**config.mk**
```make
export PLATFORM = sky130hd
export DESIGN_NAME = hss_chan_cfg
export DESIGN_NICKNAME = d
export VERILOG_FILES = /design/src/pkg/hss_pkg.sv /design/src/rtl/hss_spi_rx.sv /design/src/rtl/hss_chan_cfg.sv
export VERILOG_INCLUDE_DIRS = /design/src /design/src/pkg
export SDC_FILE = /design/constraint.sdc
export NUM_CORES = 1
export LEC_CHECK = 0
export BUFFER_PORTS_ARGS = -buffer_cell sky130_fd_sc_hd__buf_2
export CORE_ASPECT_RATIO = 0.8
export CORE_MARGIN = 3
export CORE_UTILIZATION = 56
export CTS_CLUSTER_DIAMETER = 30
export DETAILED_ROUTE_END_ITERATION = 6
export GPL_TIMING_DRIVEN = 0
export PLACE_DENSITY_LB_ADDON = 0.2
export RECOVER_POWER = 100
export REMOVE_ABC_BUFFERS = 1
export SYNTH_ARGS = -nofsm -noshare
export SYNTH_HDL_FRONTEND = slang
export SYNTH_SLANG_ARGS = --single-unit
```
**constraint.sdc**
```tcl
create_clock -name sys_clk -period 6.6 [get_ports sys_clk]
set_input_delay 0 -clock sys_clk [delete_from_list [all_inputs] [get_ports sys_clk]]
set_output_delay 0 -clock sys_clk [all_outputs]
set_load 0.01 [all_outputs]
```
**src/pkg/hss_defs.svh**
```systemverilog
// constants for the channel configuration register bank
`ifndef HSS_DEFS_SVH
`define HSS_DEFS_SVH

// serial word layout
`define HSS_WORD_W        16
`define HSS_BIT_WD        15
`define HSS_BIT_BANK      13
`define HSS_ADDR_HI       12
`define HSS_ADDR_LO       10
`define HSS_DATA_HI       8
`define HSS_SEL_HI        2
`define HSS_NM_STATE      1'b1
`define HSS_PF_STATE      1'b0

// register addresses (bits 12:10 of the word)
`define HSS_ADDR_STATUS   3'h0
`define HSS_ADDR_CHCFG    3'h2
`define HSS_ADDR_OCCFG    3'h4

// reset value of both configuration registers
`define HSS_CFG_RST       9'h000

// channel_config fields
`define HSS_CC_SHORT_DIS  8
`define HSS_CC_ONOL_DIS   7
`define HSS_CC_OFFOL_DIS  6
`define HSS_CC_DIR_DIS    5
`define HSS_CC_SLEW_HI    4
`define HSS_CC_SLEW_LO    3
`define HSS_CC_DLY_HI     2
`define HSS_CC_DLY_LO     0

// overcurrent_config fields
`define HSS_OC_RANGE      8
`define HSS_OC_PRESCALE   7
`define HSS_OC_CLK_INT    6
`define HSS_OC_RATIO      5
`define HSS_OC_HWIN       4
`define HSS_OC_MWIN       3
`define HSS_OC_UPPER      2
`define HSS_OC_MIDDLE     1
`define HSS_OC_LOWER      0

// external clock divider terminal counts (divide by 512 / 256)
`define HSS_DIV_LONG      9'h1ff
`define HSS_DIV_SHORT     9'h0ff

// lowest threshold level codes
`define HSS_OCL_HIGHEST   2'h1
`define HSS_OCL_MIDDLE    2'h2
`define HSS_OCL_LOWEST    2'h3

`endif

```
**src/pkg/hss_pkg.sv**
```systemverilog
// types shared by the channel configuration bank
`default_nettype none
package hss_pkg;

  typedef enum logic [1:0] {
    HSS_SLEW_LOW   = 2'b00,
    HSS_SLEW_MED   = 2'b01,
    HSS_SLEW_MEDHI = 2'b10,
    HSS_SLEW_HIGH  = 2'b11
  } hss_slew_type;

  typedef enum logic [1:0] {
    HSS_PH_IDLE = 2'b00,
    HSS_PH_HIGH = 2'b01,
    HSS_PH_MID  = 2'b10,
    HSS_PH_LOW  = 2'b11
  } hss_phase_type;

endpackage
`default_nettype wire

```
**src/rtl/hss_spi_rx.sv**
```systemverilog
// serial slave: 16-bit word in, readback word out
`timescale 1ns/1ps
`default_nettype none
`include "hss_defs.svh"

module hss_spi_rx (
  // clock and reset
  input  wire logic        sys_clk,
  input  wire logic        sys_rst,
  // serial pins
  input  wire logic        csb_pin,
  input  wire logic        sclk_pin,
  input  wire logic        si_pin,
  output logic             so_out,
  output logic             so_oe,
  // word interface
  input  wire logic [15:0] tx_word,
  output logic [15:0]      rx_word,
  output logic             rx_valid
);

  typedef struct packed {
    logic [2:0]  s1;
    logic [2:0]  s2;
    logic [2:0]  s3;
    logic [15:0] sh_in;
    logic [15:0] sh_out;
    logic [4:0]  cnt;
    logic [15:0] rx_word;
    logic        rx_valid;
    logic        so;
    logic        oe;
  } hss_spi_state_type;

  hss_spi_state_type r;
  hss_spi_state_type n;

  always_comb begin
    logic csb_fall;
    logic csb_rise;
    logic sck_rise;
    logic sck_fall;
    n = r;
    n.s1 = {csb_pin, sclk_pin, si_pin};
    n.s2 = r.s1;
    n.s3 = r.s2;
    n.rx_valid = 1'b0;
    csb_fall = r.s3[2] & ~r.s2[2];
    csb_rise = ~r.s3[2] & r.s2[2];
    sck_rise = ~r.s3[1] & r.s2[1] & ~r.s2[2];
    sck_fall = r.s3[1] & ~r.s2[1] & ~r.s2[2];
    if (csb_fall) begin
      n.sh_out = tx_word;
      n.so = tx_word[15];
      n.oe = 1'b1;
      n.cnt = 5'h00;
    end
    if (sck_rise) begin
      n.sh_in = {r.sh_in[14:0], r.s2[0]};
      if (r.cnt != 5'h1f) begin
        n.cnt = r.cnt + 5'h01;
      end
    end
    if (sck_fall) begin
      n.sh_out = {r.sh_out[14:0], 1'b0};
      n.so = r.sh_out[14];
    end
    // only a frame of exactly 16 clocks is accepted
    if (csb_rise) begin
      n.oe = 1'b0;
      n.so = 1'b0;
      if (r.cnt == 5'h10) begin
        n.rx_word = r.sh_in;
        n.rx_valid = 1'b1;
      end
    end
  end

  always_ff @(posedge sys_clk or posedge sys_rst) begin
    if (sys_rst) begin
      r <= '{s1: 3'h7, s2: 3'h7, s3: 3'h7, cnt: 5'h00, default: '0};
    end else begin
      r <= n;
    end
  end

  assign so_out = r.so;
  assign so_oe = r.oe;
  assign rx_word = r.rx_word;
  assign rx_valid = r.rx_valid;

endmodule
`default_nettype wire

```
**src/rtl/hss_chan_cfg.sv**
```systemverilog
// per-channel configuration and overcurrent registers with their control logic
`timescale 1ns/1ps
`default_nettype none
`include "hss_defs.svh"

module hss_chan_cfg #(
  parameter int INT_DIV  = 50000,
  parameter int CW       = 20,
  parameter int T_OCH1   = 1000,
  parameter int T_OCH2   = 2000,
  parameter int T_OCM1_L = 4000,
  parameter int T_OCM2_L = 8000,
  parameter int T_OCM1_M = 4000,
  parameter int T_OCM2_M = 8000
) (
  // clock and reset
  input  wire logic        sys_clk,
  input  wire logic        sys_rst,
  // serial pins
  input  wire logic        csb_pin,
  input  wire logic        sclk_pin,
  input  wire logic        si_pin,
  output logic             so_out,
  output logic             so_oe,
  // channel inputs
  input  wire logic        ext_clk_pin,
  input  wire logic [1:0]  direct_in_pin,
  input  wire logic [1:0]  load_type_config,
  input  wire logic [1:0]  pwm_on,
  // channel control outputs
  output logic [1:0]       chan_on,
  output logic [1:0]       short_detect_en,
  output logic [1:0]       on_openload_en,
  output logic [1:0]       off_openload_en,
  output logic [1:0][1:0]  slew_rate,
  // overcurrent and sense outputs
  output logic [1:0][1:0]  oc_phase,
  output logic [1:0]       upper_threshold_low,
  output logic [1:0]       middle_threshold_low,
  output logic [1:0][1:0]  lower_threshold_level,
  output logic [1:0]       sense_ratio_low,
  output logic [1:0]       sense_valid
);

  localparam int IDW = $clog2(INT_DIV);

  typedef struct packed {
    logic [1:0][8:0]    cc;
    logic [1:0][8:0]    oc;
    logic               rd_bank;
    logic [2:0]         rd_sel;
    logic [3:0]         soa;
    logic               wd;
    logic               ext1;
    logic               ext2;
    logic               ext3;
    logic [1:0]         dir1;
    logic [1:0]         dir2;
    logic [1:0]         cfg1;
    logic [1:0]         cfg2;
    logic [IDW-1:0]     idiv;
    logic [1:0][8:0]    ediv;
    logic [1:0]         tick;
    logic [1:0]         req;
    logic [1:0]         pend;
    logic [1:0]         on;
    logic [1:0][2:0]    dly;
    logic [1:0][1:0]    phase;
    logic [1:0][CW-1:0] wcnt;
    logic [1:0]         short_en;
    logic [1:0]         onol_en;
    logic [1:0]         offol_en;
    logic [1:0][1:0]    slew;
    logic [1:0]         och_low;
    logic [1:0]         ocm_low;
    logic [1:0][1:0]    ocl_lvl;
    logic [1:0]         ratio_low;
    logic [1:0]         sns_valid;
  } hss_cfg_state_type;

  hss_cfg_state_type r;
  hss_cfg_state_type n;
  logic [15:0]       tx_word;
  logic [15:0]       rx_word;
  logic              rx_valid;

  // window length less one, in system clock cycles
  function automatic logic [CW-1:0] win_len(input logic light, input logic hsel,
                                            input logic msel, input logic second);
    int t;
    t = 0;
    if (light) begin
      if (second) begin
        t = msel ? T_OCM2_L : T_OCM1_L;
      end else begin
        t = hsel ? T_OCH2 : T_OCH1;
      end
    end else begin
      unique case ({hsel, msel})
        2'b00: t = T_OCM1_M;
        2'b01: t = T_OCM2_M;
        2'b10: t = T_OCH1;
        2'b11: t = T_OCH2;
      endcase
    end
    return CW'(t - 1);
  endfunction

  function automatic logic [1:0] slew_map(input logic [1:0] code);
    logic [1:0] s;
    unique case (code)
      2'b00: s = hss_pkg::HSS_SLEW_MED;
      2'b01: s = hss_pkg::HSS_SLEW_LOW;
      2'b10: s = hss_pkg::HSS_SLEW_HIGH;
      2'b11: s = hss_pkg::HSS_SLEW_MEDHI;
    endcase
    return s;
  endfunction

  hss_spi_rx u_spi (
    .sys_clk  (sys_clk),
    .sys_rst  (sys_rst),
    .csb_pin  (csb_pin),
    .sclk_pin (sclk_pin),
    .si_pin   (si_pin),
    .so_out   (so_out),
    .so_oe    (so_oe),
    .tx_word  (tx_word),
    .rx_word  (rx_word),
    .rx_valid (rx_valid)
  );

  // readback word built from the previous addressing transfer
  always_comb begin
    logic [8:0] data;
    data = 9'h000;
    if (r.rd_sel == `HSS_ADDR_CHCFG) begin
      data = r.cc[r.rd_bank];
    end else if (r.rd_sel == `HSS_ADDR_OCCFG) begin
      data = r.oc[r.rd_bank];
    end
    tx_word = {r.wd, `HSS_PF_STATE, r.soa, `HSS_NM_STATE, data};
  end

  always_comb begin
    logic       bank;
    logic       int_tick;
    logic       ext_rise;
    logic       ext_tick;
    logic       light;
    logic [8:0] lim;
    ext_tick = 1'b0;
    light = 1'b0;
    lim = 9'h000;
    n = r;
    bank = rx_word[`HSS_BIT_BANK];
    n.ext1 = ext_clk_pin;
    n.ext2 = r.ext1;
    n.ext3 = r.ext2;
    n.dir1 = direct_in_pin;
    n.dir2 = r.dir1;
    n.cfg1 = load_type_config;
    n.cfg2 = r.cfg1;
    ext_rise = r.ext2 & ~r.ext3;
    int_tick = (r.idiv == IDW'(INT_DIV - 1));
    n.idiv = int_tick ? '0 : r.idiv + IDW'(1);
    if (rx_valid) begin
      n.wd = rx_word[`HSS_BIT_WD];
      n.soa = {bank, rx_word[`HSS_SEL_HI:0]};
      // bank bit routes data to one copy
      // bank zero is channel 0, one is channel 1
      unique case (rx_word[`HSS_ADDR_HI:`HSS_ADDR_LO])
        `HSS_ADDR_CHCFG: n.cc[bank] = rx_word[`HSS_DATA_HI:0];
        `HSS_ADDR_OCCFG: n.oc[bank] = rx_word[`HSS_DATA_HI:0];
        `HSS_ADDR_STATUS: begin
          n.rd_bank = bank;
          n.rd_sel = rx_word[`HSS_SEL_HI:0];
        end
        default: ;
      endcase
    end
    for (int c = 0; c < 2; c++) begin
      lim = r.oc[c][`HSS_OC_PRESCALE] ? `HSS_DIV_LONG : `HSS_DIV_SHORT;
      ext_tick = 1'b0;
      if (ext_rise) begin
        if (r.ediv[c] >= lim) begin
          n.ediv[c] = 9'h000;
          ext_tick = 1'b1;
        end else begin
          n.ediv[c] = r.ediv[c] + 9'h001;
        end
      end
      n.tick[c] = r.oc[c][`HSS_OC_CLK_INT] ? int_tick : ext_tick;
      n.req[c] = r.cc[c][`HSS_CC_DIR_DIS] ? pwm_on[c] : r.dir2[c];
      if (!r.req[c]) begin
        n.on[c] = 1'b0;
        n.pend[c] = 1'b0;
      end else if (!r.on[c] && !r.pend[c]) begin
        n.pend[c] = 1'b1;
        n.dly[c] = r.cc[c][`HSS_CC_DLY_HI:`HSS_CC_DLY_LO];
      end else if (r.pend[c]) begin
        if (r.dly[c] == 3'h0) begin
          n.on[c] = 1'b1;
          n.pend[c] = 1'b0;
        end else if (r.tick[c]) begin
          n.dly[c] = r.dly[c] - 3'h1;
        end
      end
      light = ~r.cfg2[c];
      if (!r.on[c]) begin
        n.phase[c] = hss_pkg::HSS_PH_IDLE;
        n.wcnt[c] = '0;
      end else begin
        unique case (r.phase[c])
          hss_pkg::HSS_PH_IDLE: begin
            n.phase[c] = hss_pkg::HSS_PH_HIGH;
            n.wcnt[c] = win_len(light, r.oc[c][`HSS_OC_HWIN], r.oc[c][`HSS_OC_MWIN], 1'b0);
          end
          hss_pkg::HSS_PH_HIGH: begin
            if (r.wcnt[c] != '0) begin
              n.wcnt[c] = r.wcnt[c] - CW'(1);
            end else if (light) begin
              n.phase[c] = hss_pkg::HSS_PH_MID;
              n.wcnt[c] = win_len(light, r.oc[c][`HSS_OC_HWIN], r.oc[c][`HSS_OC_MWIN], 1'b1);
            end else begin
              n.phase[c] = hss_pkg::HSS_PH_LOW;
            end
          end
          hss_pkg::HSS_PH_MID: begin
            if (r.wcnt[c] != '0) begin
              n.wcnt[c] = r.wcnt[c] - CW'(1);
            end else begin
              n.phase[c] = hss_pkg::HSS_PH_LOW;
            end
          end
          hss_pkg::HSS_PH_LOW: n.phase[c] = hss_pkg::HSS_PH_LOW;
        endcase
      end
      n.short_en[c] = ~r.cc[c][`HSS_CC_SHORT_DIS];
      n.onol_en[c] = ~r.cc[c][`HSS_CC_ONOL_DIS] & r.on[c];
      n.offol_en[c] = ~r.cc[c][`HSS_CC_OFFOL_DIS] & ~r.on[c];
      n.slew[c] = slew_map(r.cc[c][`HSS_CC_SLEW_HI:`HSS_CC_SLEW_LO]);
      if (!r.oc[c][`HSS_OC_RANGE]) begin
        n.ocl_lvl[c] = `HSS_OCL_HIGHEST;
      end else if (r.oc[c][`HSS_OC_LOWER]) begin
        n.ocl_lvl[c] = `HSS_OCL_LOWEST;
      end else begin
        n.ocl_lvl[c] = `HSS_OCL_MIDDLE;
      end
      n.och_low[c] = r.oc[c][`HSS_OC_UPPER];
      n.ocm_low[c] = r.oc[c][`HSS_OC_MIDDLE] & light;
      // thresholds are not rescaled with it
      n.ratio_low[c] = r.oc[c][`HSS_OC_RATIO];
      n.sns_valid[c] = r.on[c] & (r.phase[c] == hss_pkg::HSS_PH_LOW);
    end
  end

  always_ff @(posedge sys_clk or posedge sys_rst) begin
    if (sys_rst) begin
      r <= '{cc: {2{`HSS_CFG_RST}}, oc: {2{`HSS_CFG_RST}}, short_en: 2'h3,
             offol_en: 2'h3, slew: {2{hss_pkg::HSS_SLEW_MED}},
             ocl_lvl: {2{`HSS_OCL_HIGHEST}}, default: '0};
    end else begin
      r <= n;
    end
  end

  assign chan_on = r.on;
  assign short_detect_en = r.short_en;
  assign on_openload_en = r.onol_en;
  assign off_openload_en = r.offol_en;
  assign slew_rate = r.slew;
  assign oc_phase = r.phase;
  assign upper_threshold_low = r.och_low;
  assign middle_threshold_low = r.ocm_low;
  assign lower_threshold_level = r.ocl_lvl;
  assign sense_ratio_low = r.ratio_low;
  assign sense_valid = r.sns_valid;

  a_short_det_map: assert property (@(posedge sys_clk) disable iff (sys_rst)
    short_detect_en[1] == ~$past(r.cc[1][`HSS_CC_SHORT_DIS]))
    else $error("short detect enable does not follow its disable bit");

  a_onol_gate: assert property (@(posedge sys_clk) disable iff (sys_rst)
    on_openload_en[0] |-> ($past(r.on[0]) && !$past(r.cc[0][`HSS_CC_ONOL_DIS])))
    else $error("on-state openload enabled while off or disabled");

  a_offol_gate: assert property (@(posedge sys_clk) disable iff (sys_rst)
    (!r.on[1] && !r.cc[1][`HSS_CC_OFFOL_DIS]) |=> off_openload_en[1])
    else $error("off-state openload not enabled");

  a_direct_follow: assert property (@(posedge sys_clk) disable iff (sys_rst)
    (!r.cc[0][`HSS_CC_DIR_DIS] && !r.dir2[0]) |=> !r.req[0] ##1 !chan_on[0])
    else $error("channel on while direct input low");

  a_slew_low: assert property (@(posedge sys_clk) disable iff (sys_rst)
    (r.cc[0][`HSS_CC_SLEW_HI:`HSS_CC_SLEW_LO] == 2'b01) |=>
    slew_rate[0] == hss_pkg::HSS_SLEW_LOW)
    else $error("slew code 01 not decoded as low");

  a_bank_write: assert property (@(posedge sys_clk) disable iff (sys_rst)
    (rx_valid && rx_word[`HSS_BIT_BANK] &&
     rx_word[`HSS_ADDR_HI:`HSS_ADDR_LO] == `HSS_ADDR_CHCFG) |=>
    (r.cc[1] == $past(rx_word[8:0])) && $stable(r.cc[0]))
    else $error("write reached wrong channel copy");

  a_delay_zero: assert property (@(posedge sys_clk) disable iff (sys_rst)
    ($rose(r.pend[0]) && r.dly[0] == 3'h0 && r.req[0]) |=> chan_on[0])
    else $error("zero turn-on delay not honoured");

  a_ocl_level: assert property (@(posedge sys_clk) disable iff (sys_rst)
    (r.oc[1][`HSS_OC_RANGE] && r.oc[1][`HSS_OC_LOWER]) |=>
    lower_threshold_level[1] == `HSS_OCL_LOWEST)
    else $error("lowest threshold level wrong");

  a_sense_block: assert property (@(posedge sys_clk) disable iff (sys_rst)
    (r.phase[0] != hss_pkg::HSS_PH_LOW) |=> !sense_valid[0])
    else $error("sense result during overcurrent window");

  a_prescale_cap: assert property (@(posedge sys_clk) disable iff (sys_rst)
    (!r.oc[0][`HSS_OC_PRESCALE] && r.ediv[0] <= `HSS_DIV_SHORT) |=>
    r.ediv[0] <= `HSS_DIV_SHORT)
    else $error("external divider beyond 256 count");

endmodule
`default_nettype wire

```
=== Word-level counts from Yosys, hierarchy flattened ===
Index checks and enable logic that the tools add are counted.

* RAM bits: 0
* Bits in latches: 0
* Memories kept: 0
* Register bits: 234
* ROM bits: 0

* $lt $le $gt $ge: 5
* Shifts and indexed selects: 0
* Bitwise gates (word level): 30
* Reductions and logical operators: 37
* Multiply operators: 0
* Equality and inequality tests: 43
* Multiplexer cells: 101
* Add/sub/neg operators: 12
* Divide/modulo/power cells: 0

{| class="wikitable"
|+ Operator list
! cell !! count
|-
| two-way mux 20 bit || 23
|-
| one-hot mux 20 bit (4 select lines) || 2
|-
| one-hot mux 20 bit (3 select lines) || 2
|-
| two-way mux 9 bit || 11
|-
| subtractor 20 x 2 -> 20 bit (second input constant) || 4
|-
| nonzero test 20 bit || 2
|-
| subtractor 20 x 1 -> 20 bit (second input constant) || 2
|-
| bitwise mux 18 bit || 2
|-
| one-hot mux 2 bit (4 select lines) || 4
|-
| two-way mux 1 bit || 30
|-
| two-way mux 3 bit || 9
|-
| two-way mux 13 bit || 2
|-
| equality test 2 bit (second input constant) || 12
|-
| two-way mux 11 bit || 2
|-
| adder 9 x 1 -> 9 bit (second input constant) || 2
|-
| >= comparator 9 bit || 2
|-
| two-way mux 2 bit || 9
|-
| != test 3 bit (second input constant) || 6
|-
| adder 16 x 1 -> 16 bit (second input constant) || 1
|-
| equality test 16 bit (second input constant) || 1
|-
| two-way mux 16 bit || 1
|-
| bitwise AND 1 bit || 15
|-
| two-way mux 15 bit || 1
|-
| NOT 1 bit || 15
|-
| 24 further kinds || 68
|}

=== Longest topological paths before layout ===
* Word-level depth: 10
* Gate-level depth with buffers: 9
* Gate-level depth less buffers: 8

=== By module ===
From an unflattened synthesis, not the netlist that was laid out.

* Cells, all modules: 1078
* Area total of the unflattened synthesis: 11527.3 µm²

{| class="wikitable"
|+ By module, submodules not included
! module !! area an instance (µm²) !! cells an instance !! times used
|-
| hss_chan_cfg || 8853.5 || 878 || 1
|-
| hss_spi_rx || 2673.8 || 200 || 1
|}

=== Worst setup path before layout ===
Ideal clock, no wire load.

* Kind: reg2reg
* Start point: reg r[22] (netlist bit)
* End point: reg r[40] (netlist bit)
* Setup time: 0.095 ns
* Arrival time: 2.045 ns
* Cell stages (with the launch flop): 8
* Clock period less this slack: 2.140 ns
* Setup slack: 4.460 ns
* Path through: dfrtp_1 inv_1 ha_1 nor3b_2 nand3_2 or3_1 or3_1 a211oi_1

* Longest elaborated chain between the ends: 4
* Elaborated cells between the ends (all ways): 9
* Classes of those cells: add/sub (1); eq/ne (2); mux (4); reduce/logical (2)

{| class="wikitable"
|+ Ends and longest elaborated chain
! element !! line !! RTL
|-
| from (decl) || hss_chan_cfg.sv:81 || <nowiki>hss_cfg_state_type r;</nowiki>
|-
| from (signal assigned) || hss_chan_cfg.sv:260 || <nowiki>r <= '{cc: {2{`HSS_CFG_RST}}, oc: {2{`HSS_CFG_RST}}, short_en: 2'h3,</nowiki>
|-
| from (signal assigned) || hss_chan_cfg.sv:264 || <nowiki>r <= n;</nowiki>
|-
| subtractor 20 x 1 -> 20 bit or nonzero test 20 bit (tied branches) || n/a ||
|-
| two-way mux 20 bit (on tied branches) || hss_chan_cfg.sv:230, hss_chan_cfg.sv:220 ||
|-
| one-hot mux 20 bit (3 select lines) || hss_chan_cfg.sv:214 || <nowiki>unique case (r.phase[c])</nowiki>
|-
| two-way mux 20 bit || hss_chan_cfg.sv:210 || <nowiki>if (!r.on[c]) begin</nowiki>
|}

Several ways; a longest one is shown, not always the timed one. The select of a mux whose other input is x is not followed.
A chain may end at the register's enable or synchronous reset.

==> impl_metrics.py <==
metrics = {
    "final_layout": {
        "nFillCells": 1525,
        "post-route-cell-area_um2": 13000,
        "layout_common_cells": "dfrtp_1, nand2_1, o21ai_0",
        "drive_above_1_share_pct": 16.8,
        "layout_commonest_cell": "dfrtp_1",
        "antennaDiodeCount": 0,
        "layout.cells.non_filler": 1395,
        "utilization_pct": 67.0,
        "nets": 1142,
        "area_growth_pct": 15.2,
    },
    "timing": {
        "period_minus_slack_ns": 3.86,
        "tightestPinTransition_ns": 2.56,
        "finalHoldViolCount": 0,
        "final_max_slew_viol_count": 174,
        "finalSetupViolCount": 0,
        "rsz0062_at_grt": "no",
        "fin_crit_sh_pct": 58.4,
        "fmax_ghz": 0.259,
        "finalClockSkew_ns": 0.0113,
        "layout_setup_ws_ns": 2.74,
        "relSlewSlack_pct": -71.7,
    },
    "synthesis": {
        "yosys_warnings": 0,
        "yosysSeqAreaShare_pct": 51.4,
        "ys_ff_latch": 231,
        "avgSynthCellArea_um2": 10.5,
        "synth_edf_count": 0,
        "async_flop_share_pct": 100,
        "ys_types": 82,
        "synth_flop_cell": "dfrtp_1",
        "postSynthCellCount": 1069,
        "synth_area_um2": 11300,
    },
    "critical_path": {
        "crit_slowest_cell": "clkbuf_2",
        "rrSetupSlack_ns": 3.11,
        "cp.required_ns": 6.74,
        "critPathCaptureType": "async pin",
        "cp.arrival_ns": 4.00,
        "cp_common_cell": "clkbuf_2",
        "start_kind": "input port",
        "crit_family": "buffers and inverters",
        "r2r_cells": 5,
        "worst-setup-path-type": "input port to async pin",
        "path_max_fanout": 92,
        "worst-path-buf-inv": 4,
        "reg2reg_to": "u_spi.r[21]",
        "r2r_start": "u_spi.n[57]",
        "slowest_delay_ns": 1.81,
        "worstPathCellList": "dlygate4sd3_1 -> clkbuf_2 -> clkinvlp_2 -> clkbuf_2",
    },
    "drt": {
        "drc": 0,
        "viasPerCell": 5.93,
        "wl_um": 24100,
        "postRouteAntennaNets": 0,
        "via_count": 8278,
        "first_iter_violations": 659,
        "firstDrtPassIters": 5,
        "wl_per_cell_um": 17.3,
    },
    "floorplanning": {
        "core-area_um2": 19400,
        "die_w_um": 165,
        "fp.dieH_um": 133,
        "io_pins": 42,
        "rows": 45,
        "start_util_pct": 58.2,
        "die_area_um2": 21900,
    },
    "pwr": {
        "p_sw_share_pct": 36.4,
        "clockPowerShare_pct": 37.7,
        "internal-power_uw": 3680,
        "irDropWorstVdd_v": 0.000315,
        "p_per_area_nw_per_um2": 446,
        "pwr-share-comb_pct": 31.3,
        "p_sw_uw": 2110,
        "p_seq_share_pct": 31.0,
        "p_leak_uw": 0.00577,
    },
    "clocking": {
        "cts_resized": 0,
        "insertion_delay_ns": 0.52,
        "cts_sinks": 231,
        "cts_tree": "built",
        "numCtsBuffers": 43,
        "cts_buffer_depth": 3,
        "cts_root_buffer": "clkbuf_16",
        "path_clk_slew_ns": 0.05,
        "htreeDepth": 2,
    },
    "place": {
        "dp.cells": 1305,
        "post_dp_cell_area_um2": 11500,
        "dp_hpwl_um": 15400,
        "place_congestion": 0.900,
        "port-buffer-count": 41,
        "pre_cts_ws_ns": 3.83,
    },
    "min_path": {
        "hp-start": "direct_in_pin[1]",
        "worstHoldEndpoint": "n[119]",
        "worstHoldPathCells": 2,
        "hp-class": "input port to flop",
    },
    "outcome": {
        "status": "finished with violations",
        "failed_checks": "max-capacitance violations, max-slew violations",
    },
    "global_route": {
        "antenna_found_initial": 0,
        "track_usage_pct": 22.8,
        "grt_overflow": 0,
        "grt_pass1_wl_um": 41300,
        "grt_start_max_net_pins": 93,
        "grt_pass1_vias": 8192,
    },
    "job": {
        "max_cap_violations": 3,
    },
}
-- what timing repair did --
action | in CTS | in global routing
hold buffers | 11 | 0
setup buffers | 0 | 0
endpoints found under the hold margin | 147 | 0
-- cells by family after synthesis --
kind of cell,count (synthesis),share of synthesized area (%)
multiplexers,87,8.39
flip-flops,231,51.4
buffers and inverters,104,4.57
AND/OR/NAND/NOR,356,16.3
AO/OA/AOI/OAI,238,14.3
adder cells (fa/ha/maj),27,3.00
XOR/XNOR,26,2.02
-- sequential cells by signal, indices dropped and copies added, names as in the netlist --
name,cells
off_openload_en,2
upper_threshold_low,2
u_spi.rx_word,14
r,132
chan_on,2
u_spi.so_oe,1
short_detect_en,2
oc_phase,4
u_spi.n,6
middle_threshold_low,2
n,10
sense_ratio_low,2
sense_valid,2
u_spi.rx_valid,1
slew_rate,4
on_openload_en,2
u_spi.so_out,1
u_spi.r,38
lower_threshold_level,4
-- cells in the mapped netlist, types with 11 or more instances --
cell type / instances / area (um^2)
nand4_1: 11 / 68.8
nand2b_1: 11 / 68.8
nor4_1: 12 / 75.1
nand2_1: 119 / 447
ha_1: 27 / 338
mux2i_1: 27 / 270
xnor2_1: 12 / 105
buf_4: 30 / 225
clkbuf_1: 26 / 97.6
o221ai_1: 12 / 105
dfrtp_1: 215 / 5380
o21ai_0: 89 / 445
a211oi_1: 12 / 90.1
o31ai_1: 19 / 143
nand3_1: 36 / 180
inv_1: 37 / 139
mux2_2: 60 / 676
xor2_1: 14 / 123
nor3b_1: 11 / 82.6
dfstp_2: 16 / 420
nor2_1: 65 / 244
a21oi_1: 28 / 140
nor3_1: 24 / 120
-- metrics by stage --
step | total power (uW) | hold slack [ns] | TNS (ns)
after floorplan | 3170 | 0.00448 | 0
final | 5790 | 0.126 | 0
after CTS | 5830 | 0.0590 | 0
after global placement | 3570 | 0.105 | -466.77
after detailed placement | 3610 | 0.0521 | 0
after global routing | 6150 | 0.124 | 0
-- worst reg2reg max path, stage by stage (launching register included) --
cell and delay (ns):
dfstp_1 0.55, nor3b_1 1.87, nor2b_1 0.54, nor2_1 0.13, o21ai_0 0.20, o21ai_0 0.10
-- power by group through the flow --
stage | clock [uW] | sequential (uW) | combinational (uW)
6_report | 2180 | 1800 | 1810
4_1_cts | 2220 | 1790 | 1820
2_1_floorplan | 0 | 1770 | 1400
5_1_grt | 2290 | 1830 | 2030
3_5_place_dp | 0 | 1810 | 1800
3_3_place_gp | 0 | 1800 | 1770
-- area by class of cell --
class	instances	area, um^2	share of cell area (%)
inverters	38	144	1.11
repair buffers	55	322	2.48
clock inverters	25	260	2.00
multi-input cells	734	4920	37.9
well taps	258	323	2.49
clock buffers	54	1210	9.32
flip-flops and latches	231	5800	44.7
-- worst max-delay path by stage --
stage | startpoint | to | slack (ns) | cells after the start
floorplan | sys_rst | chan_on[0] | 0.29 | 1
global placement | sys_rst | n[123] | -2.18 | 2
detailed placement | r[22] | r[35] | 3.83 | 7
CTS | r[22] | r[29] | 3.77 | 7
global route | sys_rst | r[36] | 1.84 | 4
finish | sys_rst | r[33] | 2.74 | 4
-- routing by layer --
layer  wire length, um  vias to the layer above  GRT usage [%]
met3              1280                       52           4.91
li1                  -                     3931              -
met2             10600                      212           33.5
met4               547                        0           6.61
met5                 0                        -              0
met1             11600                     4083           34.1
Note: power is estimated with default switching activity, not from simulation.
